`src/inc/gtw_defines.vh`:
```
// Purpose: constants for the gain trim and wake timer register bank
// Assumes: 20 MHz MCLK, byte-wide register port
`ifndef GTW_DEFINES_VH
`define GTW_DEFINES_VH

`define GTW_ADDR_X_TRIM   8'h36
`define GTW_ADDR_Y_TRIM   8'h37
`define GTW_ADDR_Z_TRIM   8'h38
`define GTW_ADDR_TMR_CTRL 8'h39
`define GTW_ADDR_MAP_A    8'h3A
`define GTW_ADDR_MAP_B    8'h3B
`define GTW_ADDR_SECOND_STATUS_REG  8'h3E
`define GTW_ADDR_IRQ_MASK 8'h3F

`define GTW_RST_TRIM      6'h00
`define GTW_RST_CTRL      8'h00
`define GTW_RST_MAP       1'b0
`define GTW_RST_MASK      1'b0

`define GTW_TRIM_MSB      5
`define GTW_TRIM_W        6
`define GTW_WAKE_MSB      7
`define GTW_WAKE_LSB      6
`define GTW_KA_MSB        4
`define GTW_KA_LSB        0
`define GTW_KA_STAT_BIT   4
`define GTW_KA_MAP_BIT    4
`define GTW_KA_MAX_CODE   5'h14
`define GTW_KA_CNT_W      21
`define GTW_GAIN_SHIFT    6

`define GTW_CLK_HZ        20000000
`define GTW_TICK_MS       80
`define GTW_TICK_CYC      ((`GTW_TICK_MS * `GTW_CLK_HZ) / 1000)

`endif

```
`src/logic/gtw_gain_apply.v`:
```
// Purpose: one axis sensitivity trim, factory plus user, 1/64 per step
// Assumes: samples are signed two's complement
// Notes: result saturates to the sample width
`timescale 1ns/10ps
`include "gtw_defines.vh"
module gtw_gain_apply #(
  parameter W = 14
) (
  input  wire         clk,
  input  wire         rst_n,
  input  wire         ce,
  input  wire [W-1:0] sample_in,
  input  wire [5:0]   factory_trim,
  input  wire [5:0]   user_trim,
  output wire [W-1:0] sample_out
);
  reg  [W-1:0]        out_ff;
  wire signed [6:0]   trim_sum;
  reg  signed [5:0]   trim_clamp;
  wire signed [W+5:0] prod;
  wire signed [W+5:0] delta;
  wire signed [W:0]   total;
  reg  [W-1:0]        nxt_out;

  // combined trim clamps to the shared headroom
  assign trim_sum = {factory_trim[5], factory_trim} + {user_trim[5], user_trim};
  always @* begin
    if (trim_sum > 7'sd31) begin
      trim_clamp = 6'sd31;
    end else if (trim_sum < -7'sd32) begin
      trim_clamp = 6'sh20;
    end else begin
      trim_clamp = trim_sum[5:0];
    end
  end

  // one step is 1/64 of the sample
  assign prod  = $signed(sample_in) * trim_clamp;
  assign delta = prod >>> `GTW_GAIN_SHIFT;
  assign total = $signed({sample_in[W-1], sample_in}) + delta[W:0];

  always @* begin
    if (total[W] != total[W-1]) begin
      nxt_out = total[W] ? {1'b1, {(W-1){1'b0}}} : {1'b0, {(W-1){1'b1}}};
    end else begin
      nxt_out = total[W-1:0];
    end
  end

  always @(posedge clk or negedge rst_n) begin
    if (!rst_n) begin
      out_ff <= {W{1'b0}};
    end else if (ce) begin
      out_ff <= nxt_out;
    end
  end

  assign sample_out = out_ff;
endmodule

```
`src/logic/gtw_trim_timer.v`:
```
// Purpose: gain trim registers, wake interval timer, keep-alive timer
// Assumes: single clock, host port with read data one cycle after strobe
// Notes: all state frozen while CE is low
//
// Chosen here: the address-and-strobe port.
`timescale 1ns/10ps
`include "gtw_defines.vh"
module gtw_trim_timer #(
  parameter W        = 14,
  parameter TICK_CYC = `GTW_TICK_CYC
) (
  input  wire           MCLK,
  input  wire           RSTN,
  input  wire           CE,
  input  wire [7:0]     ADDR,
  input  wire [7:0]     WDATA,
  input  wire           WR,
  input  wire           RD,
  output wire [7:0]     RDATA,
  input  wire [3*W-1:0] AXIS_IN,
  input  wire [17:0]    FACTORY_TRIM,
  output wire [3*W-1:0] AXIS_OUT,
  output wire           WAKE_SAMPLE,
  output wire           IRQ_PIN_A,
  output wire           IRQ_PIN_B,
  output wire           IRQ
);
  localparam [`GTW_KA_CNT_W-1:0] KA_ONE   = {{(`GTW_KA_CNT_W-1){1'b0}}, 1'b1};
  localparam [3:0]               WK_ONE   = 4'h1;
  localparam [31:0]              TICK_MAX = TICK_CYC - 1;

  // register state
  reg  [5:0]  x_gain_trim_value_ff;
  reg  [5:0]  y_gain_trim_value_ff;
  reg  [5:0]  z_gain_trim_value_ff;
  reg  [7:0]  tmr_ctrl_ff;
  reg         keepalive_route_pin_a_ff;
  reg         keepalive_route_pin_b_ff;
  reg         ka_status_ff;
  reg         ka_mask_ff;
  reg  [7:0]  rdata_ff;
  reg  [7:0]  nxt_rdata;

  // timer state
  reg  [31:0]               wk_pre_ff;
  reg  [3:0]                wk_cnt_ff;
  reg                       wake_ff;
  reg  [31:0]               ka_pre_ff;
  reg  [`GTW_KA_CNT_W-1:0]  ka_cnt_ff;
  reg                       ka_expire_ff;

  wire        wr_x;
  wire        wr_y;
  wire        wr_z;
  wire        wr_ctrl;
  wire        wr_map_a;
  wire        wr_map_b;
  wire        wr_mask;
  wire        rd_status;
  wire [1:0]  wake_sample_interval;
  wire [4:0]  ka_code;
  wire        ka_run;
  wire        wk_tick;
  wire        ka_tick;
  wire [3:0]  wk_target;
  wire [`GTW_KA_CNT_W-1:0] ka_target;
  wire [17:0] user_trim_bus;

  // address decode
  assign wr_x      = CE & WR & (ADDR == `GTW_ADDR_X_TRIM);
  assign wr_y      = CE & WR & (ADDR == `GTW_ADDR_Y_TRIM);
  assign wr_z      = CE & WR & (ADDR == `GTW_ADDR_Z_TRIM);
  assign wr_ctrl   = CE & WR & (ADDR == `GTW_ADDR_TMR_CTRL);
  assign wr_map_a  = CE & WR & (ADDR == `GTW_ADDR_MAP_A);
  assign wr_map_b  = CE & WR & (ADDR == `GTW_ADDR_MAP_B);
  assign wr_mask   = CE & WR & (ADDR == `GTW_ADDR_IRQ_MASK);
  assign rd_status = CE & RD & (ADDR == `GTW_ADDR_SECOND_STATUS_REG);

  // control fields
  assign wake_sample_interval = tmr_ctrl_ff[`GTW_WAKE_MSB:`GTW_WAKE_LSB];
  assign ka_code = tmr_ctrl_ff[`GTW_KA_MSB:`GTW_KA_LSB];
  // zero and codes above the largest keep the timer stopped
  assign ka_run  = (ka_code != 5'h00) && (ka_code <= `GTW_KA_MAX_CODE);

  // trim registers
  always @(posedge MCLK or negedge RSTN) begin
    if (!RSTN) begin
      x_gain_trim_value_ff <= `GTW_RST_TRIM;
      y_gain_trim_value_ff <= `GTW_RST_TRIM;
      z_gain_trim_value_ff <= `GTW_RST_TRIM;
    end else begin
      if (wr_x) begin
        x_gain_trim_value_ff <= WDATA[`GTW_TRIM_MSB:0];
      end
      if (wr_y) begin
        y_gain_trim_value_ff <= WDATA[`GTW_TRIM_MSB:0];
      end
      if (wr_z) begin
        z_gain_trim_value_ff <= WDATA[`GTW_TRIM_MSB:0];
      end
    end
  end

  // timer control, map and mask registers
  always @(posedge MCLK or negedge RSTN) begin
    if (!RSTN) begin
      tmr_ctrl_ff              <= `GTW_RST_CTRL;
      keepalive_route_pin_a_ff <= `GTW_RST_MAP;
      keepalive_route_pin_b_ff <= `GTW_RST_MAP;
      ka_mask_ff               <= `GTW_RST_MASK;
    end else begin
      if (wr_ctrl) begin
        tmr_ctrl_ff <= WDATA;
      end
      if (wr_map_a) begin
        keepalive_route_pin_a_ff <= WDATA[`GTW_KA_MAP_BIT];
      end
      if (wr_map_b) begin
        keepalive_route_pin_b_ff <= WDATA[`GTW_KA_MAP_BIT];
      end
      if (wr_mask) begin
        ka_mask_ff <= WDATA[`GTW_KA_STAT_BIT];
      end
    end
  end

  // wake interval: 80 ms tick, 1, 2, 4 or 8 ticks
  assign wk_tick   = (wk_pre_ff == TICK_MAX);
  assign wk_target = WK_ONE << wake_sample_interval;

  always @(posedge MCLK or negedge RSTN) begin
    if (!RSTN) begin
      wk_pre_ff <= 32'h0;
      wk_cnt_ff <= 4'h0;
      wake_ff   <= 1'b0;
    end else if (CE) begin
      wake_ff <= 1'b0;
      if (wk_tick) begin
        wk_pre_ff <= 32'h0;
        if (wk_cnt_ff >= wk_target - WK_ONE) begin
          wk_cnt_ff <= 4'h0;
          wake_ff   <= 1'b1;
        end else begin
          wk_cnt_ff <= wk_cnt_ff + WK_ONE;
        end
      end else begin
        wk_pre_ff <= wk_pre_ff + 32'h1;
      end
    end
  end

  // keep-alive: period is 2^code ticks of 80 ms
  assign ka_tick   = (ka_pre_ff == TICK_MAX);
  assign ka_target = KA_ONE << ka_code;

  always @(posedge MCLK or negedge RSTN) begin
    if (!RSTN) begin
      ka_pre_ff    <= 32'h0;
      ka_cnt_ff    <= {`GTW_KA_CNT_W{1'b0}};
      ka_expire_ff <= 1'b0;
    end else if (CE) begin
      ka_expire_ff <= 1'b0;
      if (wr_ctrl || !ka_run) begin
        // restart from zero on any timer control register write or while stopped
        ka_pre_ff <= 32'h0;
        ka_cnt_ff <= {`GTW_KA_CNT_W{1'b0}};
      end else if (ka_tick) begin
        ka_pre_ff <= 32'h0;
        if (ka_cnt_ff == ka_target - KA_ONE) begin
          ka_cnt_ff    <= {`GTW_KA_CNT_W{1'b0}};
          ka_expire_ff <= 1'b1;
        end else begin
          ka_cnt_ff <= ka_cnt_ff + KA_ONE;
        end
      end else begin
        ka_pre_ff <= ka_pre_ff + 32'h1;
      end
    end
  end

  // expiry flag: set wins over clear-on-read
  always @(posedge MCLK or negedge RSTN) begin
    if (!RSTN) begin
      ka_status_ff <= 1'b0;
    end else if (CE) begin
      if (ka_expire_ff) begin
        ka_status_ff <= 1'b1;
      end else if (rd_status) begin
        ka_status_ff <= 1'b0;
      end
    end
  end

  // read mux
  always @* begin
    nxt_rdata = 8'h00;
    case (ADDR)
      `GTW_ADDR_X_TRIM:   nxt_rdata = {2'b00, x_gain_trim_value_ff};
      `GTW_ADDR_Y_TRIM:   nxt_rdata = {2'b00, y_gain_trim_value_ff};
      `GTW_ADDR_Z_TRIM:   nxt_rdata = {2'b00, z_gain_trim_value_ff};
      `GTW_ADDR_TMR_CTRL: nxt_rdata = tmr_ctrl_ff;
      `GTW_ADDR_MAP_A:    nxt_rdata = {3'b000, keepalive_route_pin_a_ff, 4'h0};
      `GTW_ADDR_MAP_B:    nxt_rdata = {3'b000, keepalive_route_pin_b_ff, 4'h0};
      `GTW_ADDR_SECOND_STATUS_REG:  nxt_rdata = {3'b000, ka_status_ff, 4'h0};
      `GTW_ADDR_IRQ_MASK: nxt_rdata = {3'b000, ka_mask_ff, 4'h0};
      default:            nxt_rdata = 8'h00;
    endcase
  end

  always @(posedge MCLK or negedge RSTN) begin
    if (!RSTN) begin
      rdata_ff <= 8'h00;
    end else if (CE) begin
      rdata_ff <= RD ? nxt_rdata : 8'h00;
    end
  end

  // per-axis gain datapath
  assign user_trim_bus = {z_gain_trim_value_ff, y_gain_trim_value_ff, x_gain_trim_value_ff};

  genvar ax;
  generate
    for (ax = 0; ax < 3; ax = ax + 1) begin : g_axis
      gtw_gain_apply #(
        .W (W)
      ) u_gain (
        .clk          (MCLK),
        .rst_n        (RSTN),
        .ce           (CE),
        .sample_in    (AXIS_IN[ax*W +: W]),
        .factory_trim (FACTORY_TRIM[ax*6 +: 6]),
        .user_trim    (user_trim_bus[ax*6 +: 6]),
        .sample_out   (AXIS_OUT[ax*W +: W])
      );
    end
  endgenerate

  assign RDATA       = rdata_ff;
  assign WAKE_SAMPLE = wake_ff;
  assign IRQ_PIN_A   = ka_status_ff & keepalive_route_pin_a_ff;
  assign IRQ_PIN_B   = ka_status_ff & keepalive_route_pin_b_ff;
  assign IRQ         = ka_status_ff & ka_mask_ff;
endmodule

```
`config.mk`:
```
export PLATFORM = sky130hd
export DESIGN_NAME = gtw_trim_timer
export DESIGN_NICKNAME = d
export VERILOG_FILES = /design/src/logic/gtw_gain_apply.v /design/src/logic/gtw_trim_timer.v
export VERILOG_INCLUDE_DIRS = /design/src /design/src/inc
export SDC_FILE = /design/constraint.sdc
export NUM_CORES = 1
export LEC_CHECK = 0
export ABC_CLOCK_PERIOD_IN_PS = 19000
export BUFFER_PORTS_ARGS = -buffer_cell sky130_fd_sc_hd__buf_4
export CAP_MARGIN = 20
export CORE_ASPECT_RATIO = 1.75
export CORE_MARGIN = 1.5
export CORE_UTILIZATION = 50
export CTS_CLUSTER_SIZE = 28
export DETAILED_ROUTE_END_ITERATION = 10
export GPL_ROUTABILITY_DRIVEN = 0
export PLACE_DENSITY = 0.67
export SYNTH_ARGS = -nofsm -noshare
export SYNTH_HDL_FRONTEND = slang
export SYNTH_SLANG_ARGS = --single-unit
```
`constraint.sdc`:
```
create_clock -name MCLK -period 19 [get_ports MCLK]
set_input_delay 1.9 -clock MCLK [delete_from_list [all_inputs] [get_ports MCLK]]
set_output_delay 1.9 -clock MCLK [all_outputs]
set_load 0.005 [all_outputs]
```
==> results.json, run 1 <==
{
  "outcome": "finished clean",
  "syn_nets": 2600,
  "wl_met1_um": 18400,
  "ys_ff_latch": 171,
  "yosys_warnings": 0,
  "numPortBuffers": 134,
  "relSlewSlack": 0.327,
  "setup_viol": 0,
  "p_leak_nw": 10.3,
  "clock-sinks": 171,
  "fin_area_mm2": 0.0216,
  "dpl.cell_count": 2729,
  "grt_first_pass_wirelength_um": 82900,
  "synth_top_family_by_area": "adder cells",
  "worst_pin_slew_ps": 1010,
  "synthAdderAreaFrac": 0.297,
  "drt-pass1-iter-count": 5,
  "fin_skew_ps": 12.0,
  "num_vias": 16007,
  "critPathMaxFanout": 14,
  "yosysSeqAreaShare": 0.219,
  "utilization": 0.561,
  "cp-start-kind": "primary input",
  "ir_drop_mv": 0.345,
  "tns_ps": 0,
  "seqCellArea_mm2": 0.00428,
  "critPathKind": "in -> reg",
  "grt.total_usage": 0.253,
  "synth_edf_count": 0,
  "final_cells": 2763,
  "cts_resized": 0,
  "crit_slowest_cell": "nor2b_1",
  "synth-xor-area-share": 0.0674,
  "routed_via_density": 5.79,
  "power_mw": 4.32,
  "drv_cap": 0,
  "period_share": 0.537,
  "cp-end-kind": "flip-flop",
  "top_layer": "met5",
  "cts-buffers-inserted": 17,
  "grt-ovfl-total": 0,
  "htree_num_levels": 4,
  "fillCellCount": 3521,
  "cpPeakStageDelay_ps": 740,
  "syn_to_final_growth_pct": 10.5,
  "max_freq_mhz": 98.1,
  "postCtsHoldBufs": 0,
  "synth-compound-area-share": 0.129,
  "grt_max_degree": 76,
  "antenna_cells": 0,
  "cts_tree": "built",
  "dr_wl_met3_um": 1760,
  "post_cts_buffers": 0,
  "async_flop_share": 1.00,
  "whs_ps": 475,
  "postPlaceCellArea_mm2": 0.0210,
  "hpwl_um": 39400,
  "synth_flop_cell": "dfrtp_1",
  "yosys.area.top_type": "dfrtp_1",
  "hp-class": "reg -> reg",
  "clock_latency_ps": 440,
  "dieArea_mm2": 0.0402,
  "final_nets": 2702,
  "clk_path_buf_depth": 2,
  "finalHoldViolations": 0,
  "clkTransAtPathRegs_ps": 60,
  "antenna_left": 0,
  "worstPathRequired_ps": 19260,
  "dp_slack_ps": 7990,
  "cp.arrival_ps": 10460,
  "io_pins": 135,
  "core_area_mm2": 0.0384,
  "drc": 0,
  "drive_gt1_frac": 0.107,
  "ys_top_cells_by_area": "dfrtp_1 (22%), fa_1 (18%), ha_1 (11%)",
  "netlist.area_leader.share": 0.219,
  "synthSimpleGateAreaFrac": 0.225,
  "synthCells": 2163,
  "routed_wl_um": 49000,
  "start_util": 0.508,
  "slew_violations": 0,
  "die_h_um": 264,
  "ctsRootBufferMaster": "clkbuf_16",
  "fp-row-count": 95,
  "grt_pass1_vias": 16991,
  "wl_met2_um": 26800,
  "antenna_found_initial": 1,
  "drtIter0Drc": 726,
  "min_period_ps": 10200,
  "rsz0062_at_grt": "false",
  "powerDensity_mw_per_mm2": 200,
  "multi_input_area_mm2": 0.0144,
  "post_drt_wl_per_cell_um": 17.7,
  "avgSynthCellArea_um2": 9.01,
  "syn_area_mm2": 0.0195,
  "synth.area.mux_share": 0.0217,
  "die-width_um": 152,
  "synth_cell_types": 75,
  "crit_top_cell": "a21oi_1",
  "worst_slack_ps": 8800
}
cells by family (layout without fill, tap and decap cells):
| kind of cell | count (synthesis) | in the layout |
|---|---|---|
| buffers and inverters | 210 | 325 |
| and+or+nand+nor | 849 | 849 |
| xor gates and xnor gates | 150 | 150 |
| AOI/OAI and AO/OA | 389 | 389 |
| adders and majority gates | 356 | 356 |
| muxes | 38 | 38 |
| DFF | 171 | 171 |
placed cells by master, fill, tap and decap left out, drive strengths merged, types with 18 or more instances in the layout:
cell and n:
nor2 185, ha 179, nand2 177, fa 177
dfrtp 171, and2 171, buf 151, inv 145
a21oi 113, o21ai 91, xnor2 87, xor2 63
a21o 49, nand3 46, and3 44, nor3 38
nor2b 37, mux2 34, nand2b 33, nand4 28
clkbuf 21, or2 19, nor4 18
worst max-delay path, delay by kind of cell:
kind	cells	cell delay (ps)
AOI/OAI and AO/OA	14	2670
and+or+nand+nor	7	2430
buffers and inverters	3	200
adders and majority gates	8	3070
xor gates and xnor gates	1	160
sequential cells by signal, indices dropped and copies added (netlist names), 4 cells and up:
name                      count
g_axis.u_gain.sample_out     42
ka_pre_ff                    32
z_gain_trim_value_ff          6
wk_cnt_ff                     4
ka_cnt_ff                    21
x_gain_trim_value_ff          6
wk_pre_ff                    32
RDATA                         8
tmr_ctrl_ff                   8
y_gain_trim_value_ff          6
final timing paths:
kind	endpoint	cells past startpoint	slack [ps]	from
setup / recovery	g_axis[0].u_gain.sample_out[12]	33	8800	FACTORY_TRIM[0]
hold / removal	wk_pre_ff[8]	1	470	wk_pre_ff[8]
setup reg to reg	g_axis[0].u_gain.sample_out[12]	32	9850	x_gain_trim_value_ff[0]
hold reg to reg	wk_pre_ff[8]	1	470	wk_pre_ff[8]
max in group asynchronous	ka_pre_ff[19]	3	15620	RSTN
min in group asynchronous	wk_cnt_ff[2]	1	1380	RSTN
final cells by class:
cell class | instances | area share
multi-input cells | 1782 | 0.669
flip-flops and latches | 171 | 0.199
repair buffers | 152 | 0.0530
well taps | 485 | 0.0282
inverters | 141 | 0.0246
clock buffers | 20 | 0.0207
clock inverters | 12 | 0.00633
where the power goes:
group          leakage, nW  internal (mW)  total (mW)  switching [mW]
Clock                0.278          0.199       0.352           0.154
Combinational         7.75           1.53        3.47            1.94
Sequential            2.25          0.445       0.495          0.0498
Total                 10.3           2.17        4.32            2.15
cells in the mapped netlist, drive strengths merged (56+ instances only):
cell type,number
a21oi,113
and2,171
clkbuf,56
dfrtp,171
fa,177
ha,179
inv,141
nand2,177
nor2,185
o21ai,91
xnor2,87
xor2,63
layer usage:
layer  vias to the layer above  track usage
met4                         2        0.115
met3                       100       0.0358
met5                         -            0
met1                      7982        0.276
met2                       316        0.479
li1                       7607            -
Note: power is estimated with default switching activity, not from simulation.
==> run 2, diff against run 1 <==
ABC_CLOCK_PERIOD_IN_PS = 8280   (was 19000)
PLACE_DENSITY = 0.7   (was 0.67)
clock period = 8.28 ns   (was 19 ns; I/O delays follow)
==> run 2 against run 1 <==
  * Worst setup slack got worse by 8400 ps
  * Flip-flop and latch count did not move
  * Count of clock-buffer cells in the layout rose by 2
  * Global-route usage rose by 0.29 points
  * Critical path depth fell by 1
  * Routed wire length rose by 3.0%
  * Via count rose by 3.3%
  * Design area rose by 5.0%
  * Register-to-register slack got worse by 9500 ps
  * Utilization rose by 2.8 points
  * Final cell count rose by 3.7%
  * Critical path type unchanged
  * Largest cell class unchanged
  * Highest routed layer is now met4
==> results.json, run 2 (same netlist as run 1, synthesis figures left out) <==
{
  "outcome": "finished clean",
  "largest_reg_flops": 42,
  "drive_gt1_frac": 0.164,
  "die_h_um": 264,
  "final_nets": 2804,
  "critPathKind": "in -> reg",
  "cp_top_family": "adder cells",
  "num_vias": 16528,
  "hp-class": "reg -> reg",
  "critPathMaxFanout": 10,
  "grt_first_pass_wirelength_um": 84200,
  "routed_wl_um": 50500,
  "htree_num_levels": 4,
  "antenna_left": 0,
  "drt-pass1-iter-count": 6,
  "cp-end-kind": "flip-flop",
  "clk_path_buf_depth": 2,
  "post_drt_wl_per_cell_um": 17.6,
  "antenna_found_initial": 0,
  "fillCellCount": 3393,
  "grt_max_degree": 99,
  "layout_commonest_cell": "buf_4",
  "drtIter0Drc": 743,
  "start_util": 0.508,
  "clock-sinks": 171,
  "dpl.cell_count": 2829,
  "dieArea_mm2": 0.0402,
  "cp.arrival_ps": 8230,
  "period_share": 0.954,
  "worstPathRequired_ps": 8610,
  "cp-start-kind": "primary input",
  "worst_slack_ps": 381,
  "r2r_slack_ps": 390,
  "relSlewSlack": 0.374,
  "cts-buffers-inserted": 17,
  "io_pins": 135,
  "ctsRootBufferMaster": "clkbuf_16",
  "numPortBuffers": 134,
  "grt-ovfl-total": 0,
  "dp_slack_ps": -359,
  "tns_ps": 0,
  "routed_via_density": 5.77,
  "fin_area_mm2": 0.0226,
  "drv_cap": 0,
  "crit_slowest_cell": "fa_1",
  "cp.buffers_inverters": 6,
  "max_freq_mhz": 127,
  "fp-row-count": 95,
  "fin_skew_ps": 7.32,
  "clkTransAtPathRegs_ps": 70,
  "grt.total_usage": 0.256,
  "drc": 0,
  "syn_to_final_growth_pct": 16.0,
  "postPlaceCellArea_mm2": 0.0218,
  "setup_viol": 0,
  "min_period_ps": 7900,
  "clock_latency_ps": 440,
  "final_cell_mix": "buf_4 (250), nor2_1 (183), nand2_1 (177), fa_1 (176), ha_1 (175)",
  "cts_tree": "built",
  "die-width_um": 152,
  "hpwl_um": 40400,
  "antenna_cells": 0,
  "cpPeakStageDelay_ps": 530,
  "final_cells": 2865,
  "core_area_mm2": 0.0384,
  "crit_top_cell": "buf_4",
  "finalHoldViolations": 0,
  "grt_pass1_vias": 17481,
  "slew_violations": 0,
  "worst_pin_slew_ps": 939
}
run 2: changes by cell type in the layout (fill, tap and decap cells not counted), sizes merged:
cell    delta
clkbuf     +1
inv        -3
buf      +103
clkinv     +1
run 2: timing repair:
| action | 4_1_cts | 5_1_grt |
|---|---|---|
| hold buffers | 0 | 0 |
| setup endpoints to repair | 0 | 42 |
| resized for setup | 0 | 57 |
| setup buffers | 0 | 3 |
run 2: metal layers:
layer	track usage	up-vias	share of wire
met2	0.486	375	0.54
met1	0.276	8210	0.37
met4	0.120	0	0.044
met5	0	-	0
li1	-	7821	-
met3	0.0367	122	0.042
run 2: final timing paths:
path / startpoint / end / depth (start not counted)
worst max-delay path: FACTORY_TRIM[0] / g_axis[0].u_gain.sample_out[11] / 32
worst min-delay path: wk_pre_ff[8] / wk_pre_ff[8] / 1
worst max register to register: x_gain_trim_value_ff[0] / g_axis[0].u_gain.sample_out[11] / 31
worst min register to register: wk_pre_ff[8] / wk_pre_ff[8] / 1
max in group asynchronous: RSTN / x_gain_trim_value_ff[1] / 2
min in group asynchronous: RSTN / ka_cnt_ff[15] / 1
run 2: cell type report:
cell class / instances / area [um2] / area share
Clock buffer: 22 / 474 / 0.0210
Clock inverter: 10 / 115 / 0.00509
Inverter: 141 / 529 / 0.0234
Multi-Input combinational cell: 1782 / 14700 / 0.649
Sequential cell: 171 / 4280 / 0.189
Tap cell: 485 / 607 / 0.0268
Timing Repair Buffer: 254 / 1940 / 0.0857
run 2: stage by stage:
stage / hold slack (ps) / util
after CTS: 466 / 0.582
after global placement: 449 / 0.567
final: 461 / 0.589
after floorplan: 434 / -
after detailed placement: 453 / 0.567
after global routing: 485 / 0.589
run 2: worst reg2reg max path, delay by kind of cell, from the launching register on:
kind                     cells  cell delay (ps)
AND/OR/NAND/NOR              5              980
adder cells (fa/ha/maj)      8             2990
buffers and inverters        5              650
XOR/XNOR                     2              270
AO/OA/AOI/OAI               10             2180
multiplexers                 1              270
flip-flops                   1              420
Power of run 2 is left out: the tool's default activity adds up to more than one toggle a clock period on the data nets, which glitch-free logic cannot reach.
==> run 3, diff against run 2 <==
ABC_AREA = 1   (was not set)
==> run 3 against run 2 <==
  * Routed wire length rose by 6.8%
  * Worst setup slack improved by 130 ps
  * Critical path depth rose by 1
  * First-iteration DRC count rose by 36%
  * Area after synthesis rose by 3.2%
  * Synthesized cell count rose by 24%
  * Global-route usage rose by 1.1 points
  * Non-clock buffer count fell by 84
  * Worst hold slack got worse by 180 ps
  * Clock skew rose by 3.0 ps
  * Sequential share of layout area rose by 0.18 points
  * Design area fell by 0.95%
  * Critical path type is now reg -> reg
==> results.json, run 3 <==
{
  "setup_viol": 0,
  "critPathMaxFanout": 9,
  "final_nets": 3250,
  "syn_area_mm2": 0.0201,
  "p_seq_frac": 0.127,
  "critPathKind": "reg -> reg",
  "p_sw_frac": 0.523,
  "avgSynthCellArea_um2": 7.52,
  "synth_edf_count": 0,
  "yosys.area.top_type": "dfrtp_1",
  "syn_to_final_growth_pct": 11.3,
  "final_cells": 3320,
  "drt-pass1-iter-count": 6,
  "num_vias": 18330,
  "ctsRootBufferMaster": "clkbuf_16",
  "die-width_um": 155,
  "yosys_warnings": 0,
  "ys_top_cells_by_area": "dfrtp_1 (21%), fa_1 (18%), ha_1 (11%)",
  "hpwl_um": 44700,
  "synth_flop_cell": "dfrtp_1",
  "crit_slowest_cell": "fa_1",
  "ys_ff_latch": 171,
  "drv_cap": 0,
  "post_drt_wl_per_cell_um": 16.2,
  "p_leak_nw": 11.4,
  "numPortBuffers": 134,
  "intPower_mw": 4.12,
  "rr_startpoint": "z_gain_trim_value_ff[0]",
  "grt_first_pass_wirelength_um": 88400,
  "fillCellCount": 3808,
  "yosysSeqAreaShare": 0.213,
  "clkTransAtPathRegs_ps": 70,
  "routed_via_density": 5.52,
  "relSlewSlack": 0.329,
  "routed_wl_um": 53900,
  "period_share": 0.938,
  "syn_nets": 3114,
  "drtIter0Drc": 1009,
  "r2r_slack_ps": 520,
  "clk_path_buf_depth": 2,
  "whs_ps": 282,
  "worstPathRequired_ps": 8580,
  "synthCells": 2677,
  "drc": 0,
  "utilization": 0.561,
  "pwr-share-clk": 0.089,
  "cpPeakStageDelay_ps": 540,
  "crit_top_cell": "nand2_1",
  "slew_violations": 0,
  "netlist.area_leader.share": 0.213,
  "dpl.cell_count": 3283,
  "r2r_cells": 33,
  "antenna_found_initial": 0,
  "hp-class": "in -> async",
  "drive_gt1_frac": 0.0966,
  "grt_max_degree": 110,
  "grt.total_usage": 0.267,
  "cts_tree": "built",
  "largest_reg_flops": 42,
  "powerDensity_mw_per_mm2": 385,
  "async_flop_share": 1.00,
  "reg2reg_to": "g_axis[2].u_gain.sample_out[12]",
  "clock_latency_ps": 450,
  "p_sw_mw": 4.52,
  "outcome": "finished clean",
  "min_period_ps": 7760,
  "io_pins": 135,
  "ir_drop_mv": 0.408,
  "grt_pass1_vias": 18822,
  "grt-ovfl-total": 0,
  "core_area_mm2": 0.0399,
  "worst_pin_slew_ps": 998,
  "cts-buffers-inserted": 17,
  "cp.arrival_ps": 8060,
  "die_h_um": 268,
  "cp-end-kind": "flip-flop",
  "antenna_left": 0,
  "yosysMostFrequentCell": "nand2_1",
  "max_freq_mhz": 129,
  "synth_cell_types": 54,
  "combPwrFrac": 0.784,
  "clock-sinks": 171,
  "layout_commonest_cell": "nand2_1",
  "fp-row-count": 97,
  "cp-start-kind": "flip-flop",
  "start_util": 0.504,
  "fin_skew_ps": 10.3,
  "antenna_cells": 0,
  "final_cell_mix": "nand2_1 (554), nor2_1 (405), inv_1 (362), ha_1 (179), fa_1 (177)",
  "dieArea_mm2": 0.0415,
  "htree_num_levels": 4,
  "yosys-top-cells-count": "nand2_1 (555), nor2_1 (407), inv_1 (365)",
  "finalHoldViolations": 0
}
==> run 3: cell count changes in the layout (fill, tap and decap cells not counted), sizes merged, moves of 33 or more <==
cell / change
nand2b: -33
mux2: -34
and3: -41
inv: +231
nand2: +390
nor2b: -37
a21o: -39
and2: -171
nor2: +235
xnor2: -36
nand3: +60
buf: -84
==> run 3: worst max-delay path: cells and delay by family (launching register included) <==
family,cells,cell delay [ps]
AND/OR/NAND/NOR,10,1410
adder cells (fa/ha/maj),8,3080
flip-flops,1,450
AO/OA/AOI/OAI,10,1970
XOR/XNOR,1,140
buffers and inverters,4,560
==> run 3: what timing repair did <==
action                     CTS  global route
buffers inserted             0             4
setup endpoints to repair    0            40
hold buffers                 0             0
resized for setup            0            14
==> run 3: cells by family after synthesis <==
logic type               count (synthesis)  synth area share
adder cells (fa/ha/maj)                356             0.287
AND/OR/NAND/NOR                       1241             0.260
XOR/XNOR                               143            0.0629
flip-flops                             171             0.213
AO/OA/AOI/OAI                          339            0.0962
buffers and inverters                  427            0.0810
==> run 3: metal layers <==
layer,part of all wire,track usage
met1,0.37,0.281
met2,0.53,0.506
met3,0.039,0.0270
met4,0.064,0.167
met5,0,0
==> run 3: cell type report <==
cell class                      instances  area, um2  area share
Sequential cell                       171       4280       0.191
Clock inverter                          9       90.1     0.00402
Clock buffer                           22        454      0.0203
Timing Repair inverter                  1       7.51    0.000335
Timing Repair Buffer                  170       1300      0.0580
Tap cell                              495        619      0.0276
Inverter                              373       1410      0.0629
Multi-Input combinational cell       2079      14200       0.636
==> run 3: worst max path at each step <==
stage,from,end,slack [ps]
CTS,x_gain_trim_value_ff[0],g_axis[0].u_gain.sample_out[8],230
floorplan,FACTORY_TRIM[12],g_axis[2].u_gain.sample_out[0],820
finish,z_gain_trim_value_ff[0],g_axis[2].u_gain.sample_out[12],520
global route,z_gain_trim_value_ff[0],g_axis[2].u_gain.sample_out[11],-4
global placement,FACTORY_TRIM[0],g_axis[0].u_gain.sample_out[11],40
detailed placement,FACTORY_TRIM[12],g_axis[2].u_gain.sample_out[12],-110
==> run 3: power by group through the flow <==
stage | Clock [mW] | Sequential [mW] | Combinational (mW)
floorplan | 0 | 1.10 | 5.02
global placement | 0 | 1.11 | 6.55
detailed placement | 0 | 1.11 | 6.67
CTS | 0.783 | 1.10 | 6.72
global route | 0.813 | 1.11 | 7.70
finish | 0.765 | 1.10 | 6.78
==> run 3: stage by stage <==
step                setup WS (ps)  setup TNS (ps)  power [mW]  instance area, um2
finish                        515               0        8.64               22400
global route                -4.41           -7.46        9.62               22400
CTS                           230               0        8.61               22300
detailed placement           -106           -2120        7.78               21800
global placement             40.4               0        7.66               21800
floorplan                     819               0        6.11               20100
